--- src/sacsr_pkg.sv ---
// shared constants for the converter sequencer and its serial readout host
// assumes both ends run on ref_clk at the rate given by CLK_PERIOD_NS
package sacsr_pkg;

  // ************************************************************
  // helpers
  // ************************************************************
  // integer division rounded up, never below one
  function automatic int ceilDiv(input int num, input int den);
    int q;
    q = (num + den - 1) / den;
    return (q < 1) ? 1 : q;
  endfunction

  // ************************************************************
  // frame layout
  // ************************************************************
  localparam int DATA_BITS  = 10;
  localparam int SUB_BITS   = 2;
  localparam int FRAME_BITS = DATA_BITS + SUB_BITS;
  localparam int BIT_CNT_W  = 4;
  localparam int MSB_POS    = FRAME_BITS - 1;
  localparam int CODE_MSB   = DATA_BITS - 1;

  // ************************************************************
  // timing figures and derived cycle counts
  // ************************************************************
  localparam int CLK_PERIOD_NS = 10;
  localparam int OSC_FREQ_KHZ  = 4000;
  localparam int OSC_TOL_PCT   = 10;
  localparam int CONV_TIME_NS  = 3700;
  localparam int ACQ_TIME_NS   = 1400;
  localparam int PHASE_TIME_NS = 30;
  localparam int SCLK_MAX_KHZ  = 8000;
  localparam int PCT_FULL      = 100;
  localparam int NS_PER_MS     = 1000000;

  // nominal internal oscillator period in ref_clk cycles
  localparam int OSC_DIV_CYC   = NS_PER_MS / (OSC_FREQ_KHZ * CLK_PERIOD_NS);
  // longest conversion time, rounded down
  localparam int CONV_CYC      = CONV_TIME_NS / CLK_PERIOD_NS;
  // oscillator ticks per conversion so that a slow oscillator still fits
  localparam int CONV_STEPS    = (CONV_CYC * PCT_FULL) /
                                 ((PCT_FULL + OSC_TOL_PCT) * OSC_DIV_CYC);
  // least times, rounded up
  localparam int ACQ_CYC       = ceilDiv(ACQ_TIME_NS, CLK_PERIOD_NS);
  localparam int PHASE_CYC     = ceilDiv(PHASE_TIME_NS, CLK_PERIOD_NS);
  localparam int SCLK_HALF_CYC = ceilDiv(NS_PER_MS, 2 * SCLK_MAX_KHZ * CLK_PERIOD_NS);

  localparam int HOST_CNT_W    = 16;

endpackage

--- src/sacsr_link_if.sv ---
// three-wire link between converter sequencer and readout host
// assumes the bench joins both modports; the data line idles low when released
`timescale 1ns/10ps
interface sacsr_link_if;
  logic conversionStartPin;
  logic serialClk;
  logic dataOut;
  logic dataOutEn;
  logic dataLine;

  // wire level: released line reads low
  assign dataLine = dataOutEn & dataOut;

  modport device (
    input  conversionStartPin,
    input  serialClk,
    output dataOut,
    output dataOutEn
  );

  modport host (
    output conversionStartPin,
    output serialClk,
    input  dataLine
  );
endinterface

--- src/sacsr_device.sv ---
// converter sequencer: start-pin decoding, timed conversion, serial shift-out
// assumes start pin and serial clock are asynchronous and arrive from the host
`timescale 1ns/10ps

// Functional notes
// RULE1: conversion paced by 4MHz internal oscillator, 3.7us
// RULE2: readout clock accepted from zero to 8MHz
// RULE3: ten result bits MSB first, two sub-bits
// RULE4: data output changes on serial clock falls only
// RULE5: host clocks whole frame before moving start pin
// RULE6: unipolar straight binary, bipolar two's complement
// RULE7: start pin low keeps device shut down
// RULE8: start rise powers up, data low, tracking
// RULE9: start fall holds, converts, presents MSB
// RULE10: single rise first; high-low-high selects second
// RULE11: host holds start high 1.4us acquiring
// RULE12: host gives twelve rising edges, samples rising
// RULE13: data output released after last sub-bit
// RULE14: byte host reads two bytes, mode zero
// RULE15: queued host reads 8 to 16 bits
// RULE16: short frame at next rise selects second
// RULE17: host holds pattern phases at least 30ns
module sacsr_device
  import sacsr_pkg::*;
#(
  parameter int OSC_DIV      = OSC_DIV_CYC,
  parameter int STEPS        = CONV_STEPS,
  parameter bit DIFFERENTIAL = 1'b0
)
(
  // clock and reset
  input  wire logic                 ref_clk,
  input  wire logic                 rstn,
  // link
  sacsr_link_if.device              link,
  // sampled input codes, offset binary
  input  wire logic [DATA_BITS-1:0] firstChannelCode,
  input  wire logic [DATA_BITS-1:0] secondChannelCode,
  input  wire logic [SUB_BITS-1:0]  subBitsIn,
  // status
  output logic                      poweredUp,
  output logic                      secondSelected,
  output logic                      convDone
);

  // ************************************************************
  // types and storage
  // ************************************************************
  typedef enum logic [1:0] {
    SD_SHUTDOWN = 2'b00,
    SD_TRACK    = 2'b01,
    SD_CONVERT  = 2'b10,
    SD_SHIFT    = 2'b11
  } sacsr_dstate_t;

  localparam int OSC_W  = $clog2(OSC_DIV + 1);
  localparam int STEP_W = $clog2(STEPS + 1);

  sacsr_dstate_t        state_reg, state_next;
  logic [OSC_W-1:0]     oscCnt_reg, oscCnt_next;
  logic [STEP_W-1:0]    stepCnt_reg, stepCnt_next;
  logic [FRAME_BITS-1:0] held_reg, held_next;
  logic [FRAME_BITS-1:0] shift_reg, shift_next;
  logic [BIT_CNT_W-1:0] bitCnt_reg, bitCnt_next;
  logic                 frameDone_reg, frameDone_next;
  logic                 second_reg, second_next;
  logic                 dout_reg, dout_next;
  logic                 doutEn_reg, doutEn_next;
  logic                 powered_reg;
  logic                 done_reg;
  logic                 startS1_reg, startS2_reg, startS3_reg;
  logic                 sclkS1_reg, sclkS2_reg, sclkS3_reg;

  // ************************************************************
  // synchronisers and edge detection
  // ************************************************************
  // two flops per pin, third flop only for edges
  always_ff @(posedge ref_clk or negedge rstn)
  begin
    if (!rstn)
    begin
      startS1_reg <= 1'b0;
      startS2_reg <= 1'b0;
      startS3_reg <= 1'b0;
      sclkS1_reg  <= 1'b0;
      sclkS2_reg  <= 1'b0;
      sclkS3_reg  <= 1'b0;
    end
    else
    begin
      startS1_reg <= link.conversionStartPin;
      startS2_reg <= startS1_reg;
      startS3_reg <= startS2_reg;
      sclkS1_reg  <= link.serialClk;
      sclkS2_reg  <= sclkS1_reg;
      sclkS3_reg  <= sclkS2_reg;
    end
  end

  // edge strobes, sampled at 100MHz which covers an 8MHz serial clock
  wire startRise = startS2_reg & ~startS3_reg;
  wire startFall = ~startS2_reg & startS3_reg;
  wire sclkRise  = sclkS2_reg & ~sclkS3_reg; // RULE2
  wire sclkFall  = ~sclkS2_reg & sclkS3_reg; // RULE2

  // ************************************************************
  // result coding
  // ************************************************************
  // channel or polarity pick, MSB flip makes two's complement
  wire [DATA_BITS-1:0] rawCode  = second_reg ? secondChannelCode : firstChannelCode;
  wire                 flipMsb  = DIFFERENTIAL & second_reg; // RULE6
  wire [DATA_BITS-1:0] outCode  = {rawCode[CODE_MSB] ^ flipMsb, rawCode[CODE_MSB-1:0]};
  wire [FRAME_BITS-1:0] frameWord = {outCode, subBitsIn}; // RULE3
  wire                 oscTick  = (oscCnt_reg == OSC_W'(OSC_DIV - 1));
  wire                 lastStep = (stepCnt_reg == STEP_W'(STEPS - 1));
  wire                 lastRise = (bitCnt_reg == BIT_CNT_W'(FRAME_BITS - 1));
  wire                 allOut   = (bitCnt_reg == BIT_CNT_W'(FRAME_BITS));

  // ************************************************************
  // sequencer
  // ************************************************************
  // next state; a start rise overrides every state
  always_comb
  begin
    state_next     = state_reg;
    oscCnt_next    = oscCnt_reg;
    stepCnt_next   = stepCnt_reg;
    held_next      = held_reg;
    shift_next     = shift_reg;
    bitCnt_next    = bitCnt_reg;
    frameDone_next = frameDone_reg;
    second_next    = second_reg;
    dout_next      = dout_reg;
    doutEn_next    = doutEn_reg;
    if (startRise)
    begin
      state_next  = SD_TRACK;       // RULE8
      dout_next   = 1'b0;           // RULE8
      doutEn_next = 1'b1;
      second_next = ~frameDone_reg; // RULE10 RULE16
    end
    else
    begin
      case (state_reg)
        SD_SHUTDOWN:
        begin
          state_next = SD_SHUTDOWN; // RULE7
        end
        SD_TRACK:
        begin
          if (startFall)
          begin
            state_next     = SD_CONVERT; // RULE9
            held_next      = frameWord;
            frameDone_next = 1'b0;
            oscCnt_next    = '0;
            stepCnt_next   = '0;
          end
        end
        SD_CONVERT:
        begin
          oscCnt_next = oscTick ? '0 : oscCnt_reg + 1'b1; // RULE1
          if (oscTick)
          begin
            stepCnt_next = stepCnt_reg + 1'b1;
            if (lastStep)
            begin
              state_next  = SD_SHIFT; // RULE9
              shift_next  = held_reg;
              dout_next   = held_reg[MSB_POS]; // RULE9
              bitCnt_next = '0;
            end
          end
        end
        SD_SHIFT:
        begin
          if (sclkRise && !allOut)
          begin
            bitCnt_next = bitCnt_reg + 1'b1;
            if (lastRise)
            begin
              frameDone_next = 1'b1;
            end
          end
          if (sclkFall && bitCnt_reg != '0)
          begin
            if (allOut)
            begin
              doutEn_next = 1'b0;        // RULE13
              state_next  = SD_SHUTDOWN; // RULE7
            end
            else
            begin
              shift_next = {shift_reg[MSB_POS-1:0], 1'b0};
              dout_next  = shift_reg[MSB_POS-1]; // RULE4
            end
          end
        end
        default:
        begin
          state_next = SD_SHUTDOWN;
        end
      endcase
    end
  end

  // state and datapath registers
  always_ff @(posedge ref_clk or negedge rstn)
  begin
    if (!rstn)
    begin
      state_reg     <= SD_SHUTDOWN; // RULE7
      oscCnt_reg    <= '0;
      stepCnt_reg   <= '0;
      held_reg      <= '0;
      shift_reg     <= '0;
      bitCnt_reg    <= '0;
      frameDone_reg <= 1'b1;
      second_reg    <= 1'b0;
      dout_reg      <= 1'b0;
      doutEn_reg    <= 1'b0;
    end
    else
    begin
      state_reg     <= state_next;
      oscCnt_reg    <= oscCnt_next;
      stepCnt_reg   <= stepCnt_next;
      held_reg      <= held_next;
      shift_reg     <= shift_next;
      bitCnt_reg    <= bitCnt_next;
      frameDone_reg <= frameDone_next;
      second_reg    <= second_next;
      dout_reg      <= dout_next;
      doutEn_reg    <= doutEn_next;
    end
  end

  // status flops
  always_ff @(posedge ref_clk or negedge rstn)
  begin
    if (!rstn)
    begin
      powered_reg <= 1'b0;
      done_reg    <= 1'b0;
    end
    else
    begin
      powered_reg <= (state_next == SD_TRACK) || (state_next == SD_CONVERT);
      done_reg    <= (state_reg == SD_CONVERT) && (state_next == SD_SHIFT);
    end
  end

  // ************************************************************
  // outputs
  // ************************************************************
  assign link.dataOut    = dout_reg;
  assign link.dataOutEn  = doutEn_reg;
  assign poweredUp       = powered_reg;
  assign secondSelected  = second_reg;
  assign convDone        = done_reg;

endmodule

--- src/flat_wrapper.sv ---
// flat-port wrapper written by rule: the top's interface ports become plain ports
module sacsr_device_flat import sacsr_pkg::*;
#(
  parameter int OSC_DIV      = OSC_DIV_CYC,
  parameter int STEPS        = CONV_STEPS,
  parameter bit DIFFERENTIAL = 1'b0
)
  (ref_clk, rstn, firstChannelCode, secondChannelCode, subBitsIn, poweredUp, secondSelected, convDone, link_conversionStartPin, link_serialClk, link_dataOut, link_dataOutEn);
  sacsr_link_if link_i ();
  input  wire logic ref_clk;
  input  wire logic rstn;
  input  wire logic [DATA_BITS-1:0] firstChannelCode;
  input  wire logic [DATA_BITS-1:0] secondChannelCode;
  input  wire logic [SUB_BITS-1:0] subBitsIn;
  output logic poweredUp;
  output logic secondSelected;
  output logic convDone;
  input wire logic [$bits(link_i.conversionStartPin)-1:0] link_conversionStartPin;
  input wire logic [$bits(link_i.serialClk)-1:0] link_serialClk;
  output wire logic [$bits(link_i.dataOut)-1:0] link_dataOut;
  output wire logic [$bits(link_i.dataOutEn)-1:0] link_dataOutEn;
  assign link_i.conversionStartPin = link_conversionStartPin;
  assign link_i.serialClk = link_serialClk;
  assign link_dataOut = link_i.dataOut;
  assign link_dataOutEn = link_i.dataOutEn;
  sacsr_device #(.OSC_DIV(OSC_DIV), .STEPS(STEPS), .DIFFERENTIAL(DIFFERENTIAL)) u_core (.ref_clk(ref_clk), .rstn(rstn), .link(link_i), .firstChannelCode(firstChannelCode), .secondChannelCode(secondChannelCode), .subBitsIn(subBitsIn), .poweredUp(poweredUp), .secondSelected(secondSelected), .convDone(convDone));
endmodule
--- config.mk ---
export PLATFORM = sky130hd
export DESIGN_NAME = sacsr_device_flat
export DESIGN_NICKNAME = d
export VERILOG_FILES = /design/src/sacsr_pkg.sv /design/src/sacsr_link_if.sv /design/src/sacsr_device.sv /design/src/flat_wrapper.sv
export SDC_FILE = /design/constraint.sdc
export NUM_CORES = 1
export LEC_CHECK = 0
export BUFFER_PORTS_ARGS = -buffer_cell sky130_fd_sc_hd__buf_2
export CAP_MARGIN = 20
export CORE_MARGIN = 5
export CORE_UTILIZATION = 64
export CTS_BUF_LIST = sky130_fd_sc_hd__clkbuf_4 sky130_fd_sc_hd__clkbuf_8
export DETAILED_ROUTE_END_ITERATION = 8
export HOLD_SLACK_MARGIN = 0.02
export PLACE_DENSITY_LB_ADDON = 0.08
export SLEW_MARGIN = 15
export SYNTH_ARGS = -nofsm -noshare
export SYNTH_HDL_FRONTEND = slang
export SYNTH_SLANG_ARGS = --single-unit
--- constraint.sdc ---
create_clock -name ref_clk -period 3.5 [get_ports ref_clk]
set_clock_uncertainty 0.1 [all_clocks]
set_input_delay 0 -clock ref_clk [delete_from_list [all_inputs] [get_ports ref_clk]]
set_output_delay 0 -clock ref_clk [all_outputs]
set_load 0.05 [all_outputs]
==> results by group <==
Status
  • Status: finished clean

Detailed routing
  • Antenna viol nets, final: 0
  • DRT Pass-1 Iters: 4
  • Initial DRC count: 132
  • DRC Markers: 0
  • Drt wl/cell: 15.20 um
  • Via Count: 1,909
  • DR vias/cell: 5.648
  • Final wirelength: 5.136 mm

Logic synthesis
  • Synth warn: 0
  • Post-Syn Nets: 271
  • Post-synthesis sequential area ratio: 50.63%
  • Mean Syn Cell Area: 10.39 um2
  • Synth top area share: 49.57%
  • Synth cell types: 49
  • Post-synth EDFFs: 0
  • Post-Syn Area: 0.002474 mm2
  • Synth area leader: dfrtp_1
  • Yosys reg bits: 50
  • Top post-synthesis cells by area: dfrtp_1 50%, nand2_1 5.9%, mux2i_1 4.5%
  • Post-Syn Instances: 238
  • Most used DFF post-synth: dfrtp_1
  • Post-synth ARST share: 100.0%

Power
  • Seq pwr share: 51.0%
  • Pwr/cell area: 571.6 mW/mm2
  • IR drop worst, VDD: 0.0003675 V
  • Net Sw Frac: 33.50%
  • Leakage Power: 0.001404 uW
  • Gate power share: 28.9%
  • Net Switching: 566.4 uW
  • P_int: 1124 uW
  • Clock power frac: 20.1%

STA
  • Hold Vio Cnt, Final: 0
  • Fin crit share: 62.81%
  • Count of final setup violators: 0
  • Relative slew margins: 58.41%
  • Fmax: 454.9 MHz
  • Slew Limit Fails: 0
  • Final WS setup: 1302 ps
  • Fin Setup TNS: 0 ps
  • RSZ-0062 raised after global routing: false
  • Hold slack final: 132.9 ps
  • Fin crit period: 2198 ps
  • Slew @ Worst Pin: 623.9 ps

GRT
  • Initial antenna violation count: 0
  • Grt total ovfl: 0
  • Global Route Usage Sum: 21.61%
  • Vias in the first global route: 1,944
  • First-pass GRT wire length: 8.776 mm
  • Largest net degree at the start of global routing: 51

Critical path
  • Worst R2R Start: u_core.state_reg[0]
  • Critical Path RT: 3600 ps
  • Crit path capture: u_core.shift_reg[6]
  • Bufs and invs on worst path: 1
  • Max FO, Critical Path: 17
  • Critical setup path kind: register to register
  • Critical-path cell list: and2_1 -> nor3_2 -> o21ai_1 -> buf_4 -> mux2_2
  • Arrival @ worst endpoint: 2290 ps
  • Levels on crit path: 5
  • R2R depth: 5
  • Crit path max-delay family: simple AND/OR/NAND/NOR gates
  • Startpoint Class: register
  • Worst setup path start: u_core.state_reg[0]
  • R2R setup slack: 1300 ps
  • Worst Setup End Kind: register
  • Worst path slowest cell: and2_1
  • RR Endpoint: u_core.shift_reg[6]
  • Crit path largest cell delay: 580 ps

Floorplan
  • I/O pin total: 31
  • Initial core utilization: 66.57%
  • Die width: 72.17 um
  • DIE HEIGHT: 72.17 um
  • Die footprint: 0.005209 mm2
  • Core Region: 0.003716 mm2
  • FP Rows: 22

Clock tree
  • CTS Root Cell: clkbuf_8
  • Clock Path Buffers: 2
  • H-tree depth: 2
  • Post-CTS setup buffer count: 0
  • Clk sink count: 50
  • Clk_lat worst skew: 310 ps
  • Clock slew at reported path FFs: 90 ps
  • CTS Buf Count: 5
  • Post_cts resized: 0
  • CTS tree: yes

Layout
  • Synthesis-to-layout area growth: 19.58%
  • Antenna cells: 0
  • Finished Cell Area: 0.002958 mm2
  • Commonest cells after routing, fill and taps aside: 49 x dfrtp_1, 39 x nand2_1, 29 x buf_2
  • Max reg flops: 12
  • Commonest non-fill, non-tap cell in the layout: dfrtp_1
  • Layout cells sized above 1: 21.03%
  • Final core occ: 79.60%
  • Total Nets Final: 322

Placed design
  • I/O Buffers: 30
  • Detailed-placement wirelength estimate: 3.111 mm
  • Placed cell areas: 0.002615 mm2
  • Routability Congestion: 0.8501
  • Post-place setup slack: 1305 ps

Hold path
  • Worst Hold Class: primary input to asynchronous set/reset pin

Flow run
  • Total of max-cap violations: 0
[timing repair]
action | 4_1_cts | 5_1_grt
hold buffers | 25 | 0
setup endpoints to repair | 0 | 0
endpoints found under the hold margin | 63 | 0
[cells in the mapped netlist (all sizes together), types with 4 or more instances]
cell and n:
a21oi 20, and2 4, buf 10, dfrtp 49, ha 7, inv 10
mux2 12, mux2i 11, nand2 39, nand3 8, nor2 13, nor2b 4
nor3 5, o21ai 9
[stage by stage]
step | std cells | total power (uW)
floorplan | 238 | 1213
global placement | 305 | 1301
detailed placement | 305 | 1320
CTS | 338 | 1690
global route | 338 | 1811
finish | 338 | 1691
[per-layer routing]
layer | vias up | track usage [%] | part of all wire [%]
met1 | 934 | 29.39 | 46
met2 | 47 | 33.87 | 48
li1 | 919 | - | -
met3 | 9 | 4.571 | 3.9
met4 | 0 | 8.559 | 1.7
met5 | - | 0 | 0
[logic make-up after synthesis]
kind of cell               share of synthesized area, %
xor gates and xnor gates                         0.3541
adders and majority gates                         3.541
and+or+nand+nor                                   19.17
buffers and inverters                             4.907
AOI/OAI and AO/OA                                 10.88
DFF                                               50.63
muxes                                             10.52
[worst min path at each step]
| stage | startpoint | to | slack (ps) | cells past startpoint |
|---|---|---|---|---|
| 6_report | rstn | u_core.oscCnt_reg[4] | 130 | 2 |
| 4_1_cts | link_serialClk | u_core.sclkS1_reg | 220 | 2 |
| 3_3_place_gp | link_conversionStartPin | u_core.startS1_reg | 8 | 1 |
| 5_1_grt | rstn | u_core.convDone | 200 | 2 |
| 3_5_place_dp | link_conversionStartPin | u_core.startS1_reg | 10 | 1 |
| 2_1_floorplan | rstn | u_core.bitCnt_reg[0] | -400 | 0 |
[power groups by stage]
stage	clock [uW]	sequential, uW	combinational (uW)
2_1_floorplan	0	857	356
3_3_place_gp	0	865	437
3_5_place_dp	0	867	454
4_1_cts	345	861	485
5_1_grt	376	886	549
6_report	339	863	488
[worst reg2reg max path: stages (launching register included)]
cell and delay [ps]:
dfrtp_1 570, and2_1 580, nor3_2 110, o21ai_1 150, buf_4 230, mux2_2 360
[cell type report]
cell class | instances | area, um2
Clock buffer | 6 | 76.32
Clock inverter | 2 | 13.76
Fill cell | 241 | 758.2
Inverter | 10 | 37.54
Multi-Input combinational cell | 165 | 1100
Sequential cell | 50 | 1252
Tap cell | 48 | 60.06
Timing Repair Buffer | 57 | 417.9
Note: power is estimated with default switching activity, not from simulation.
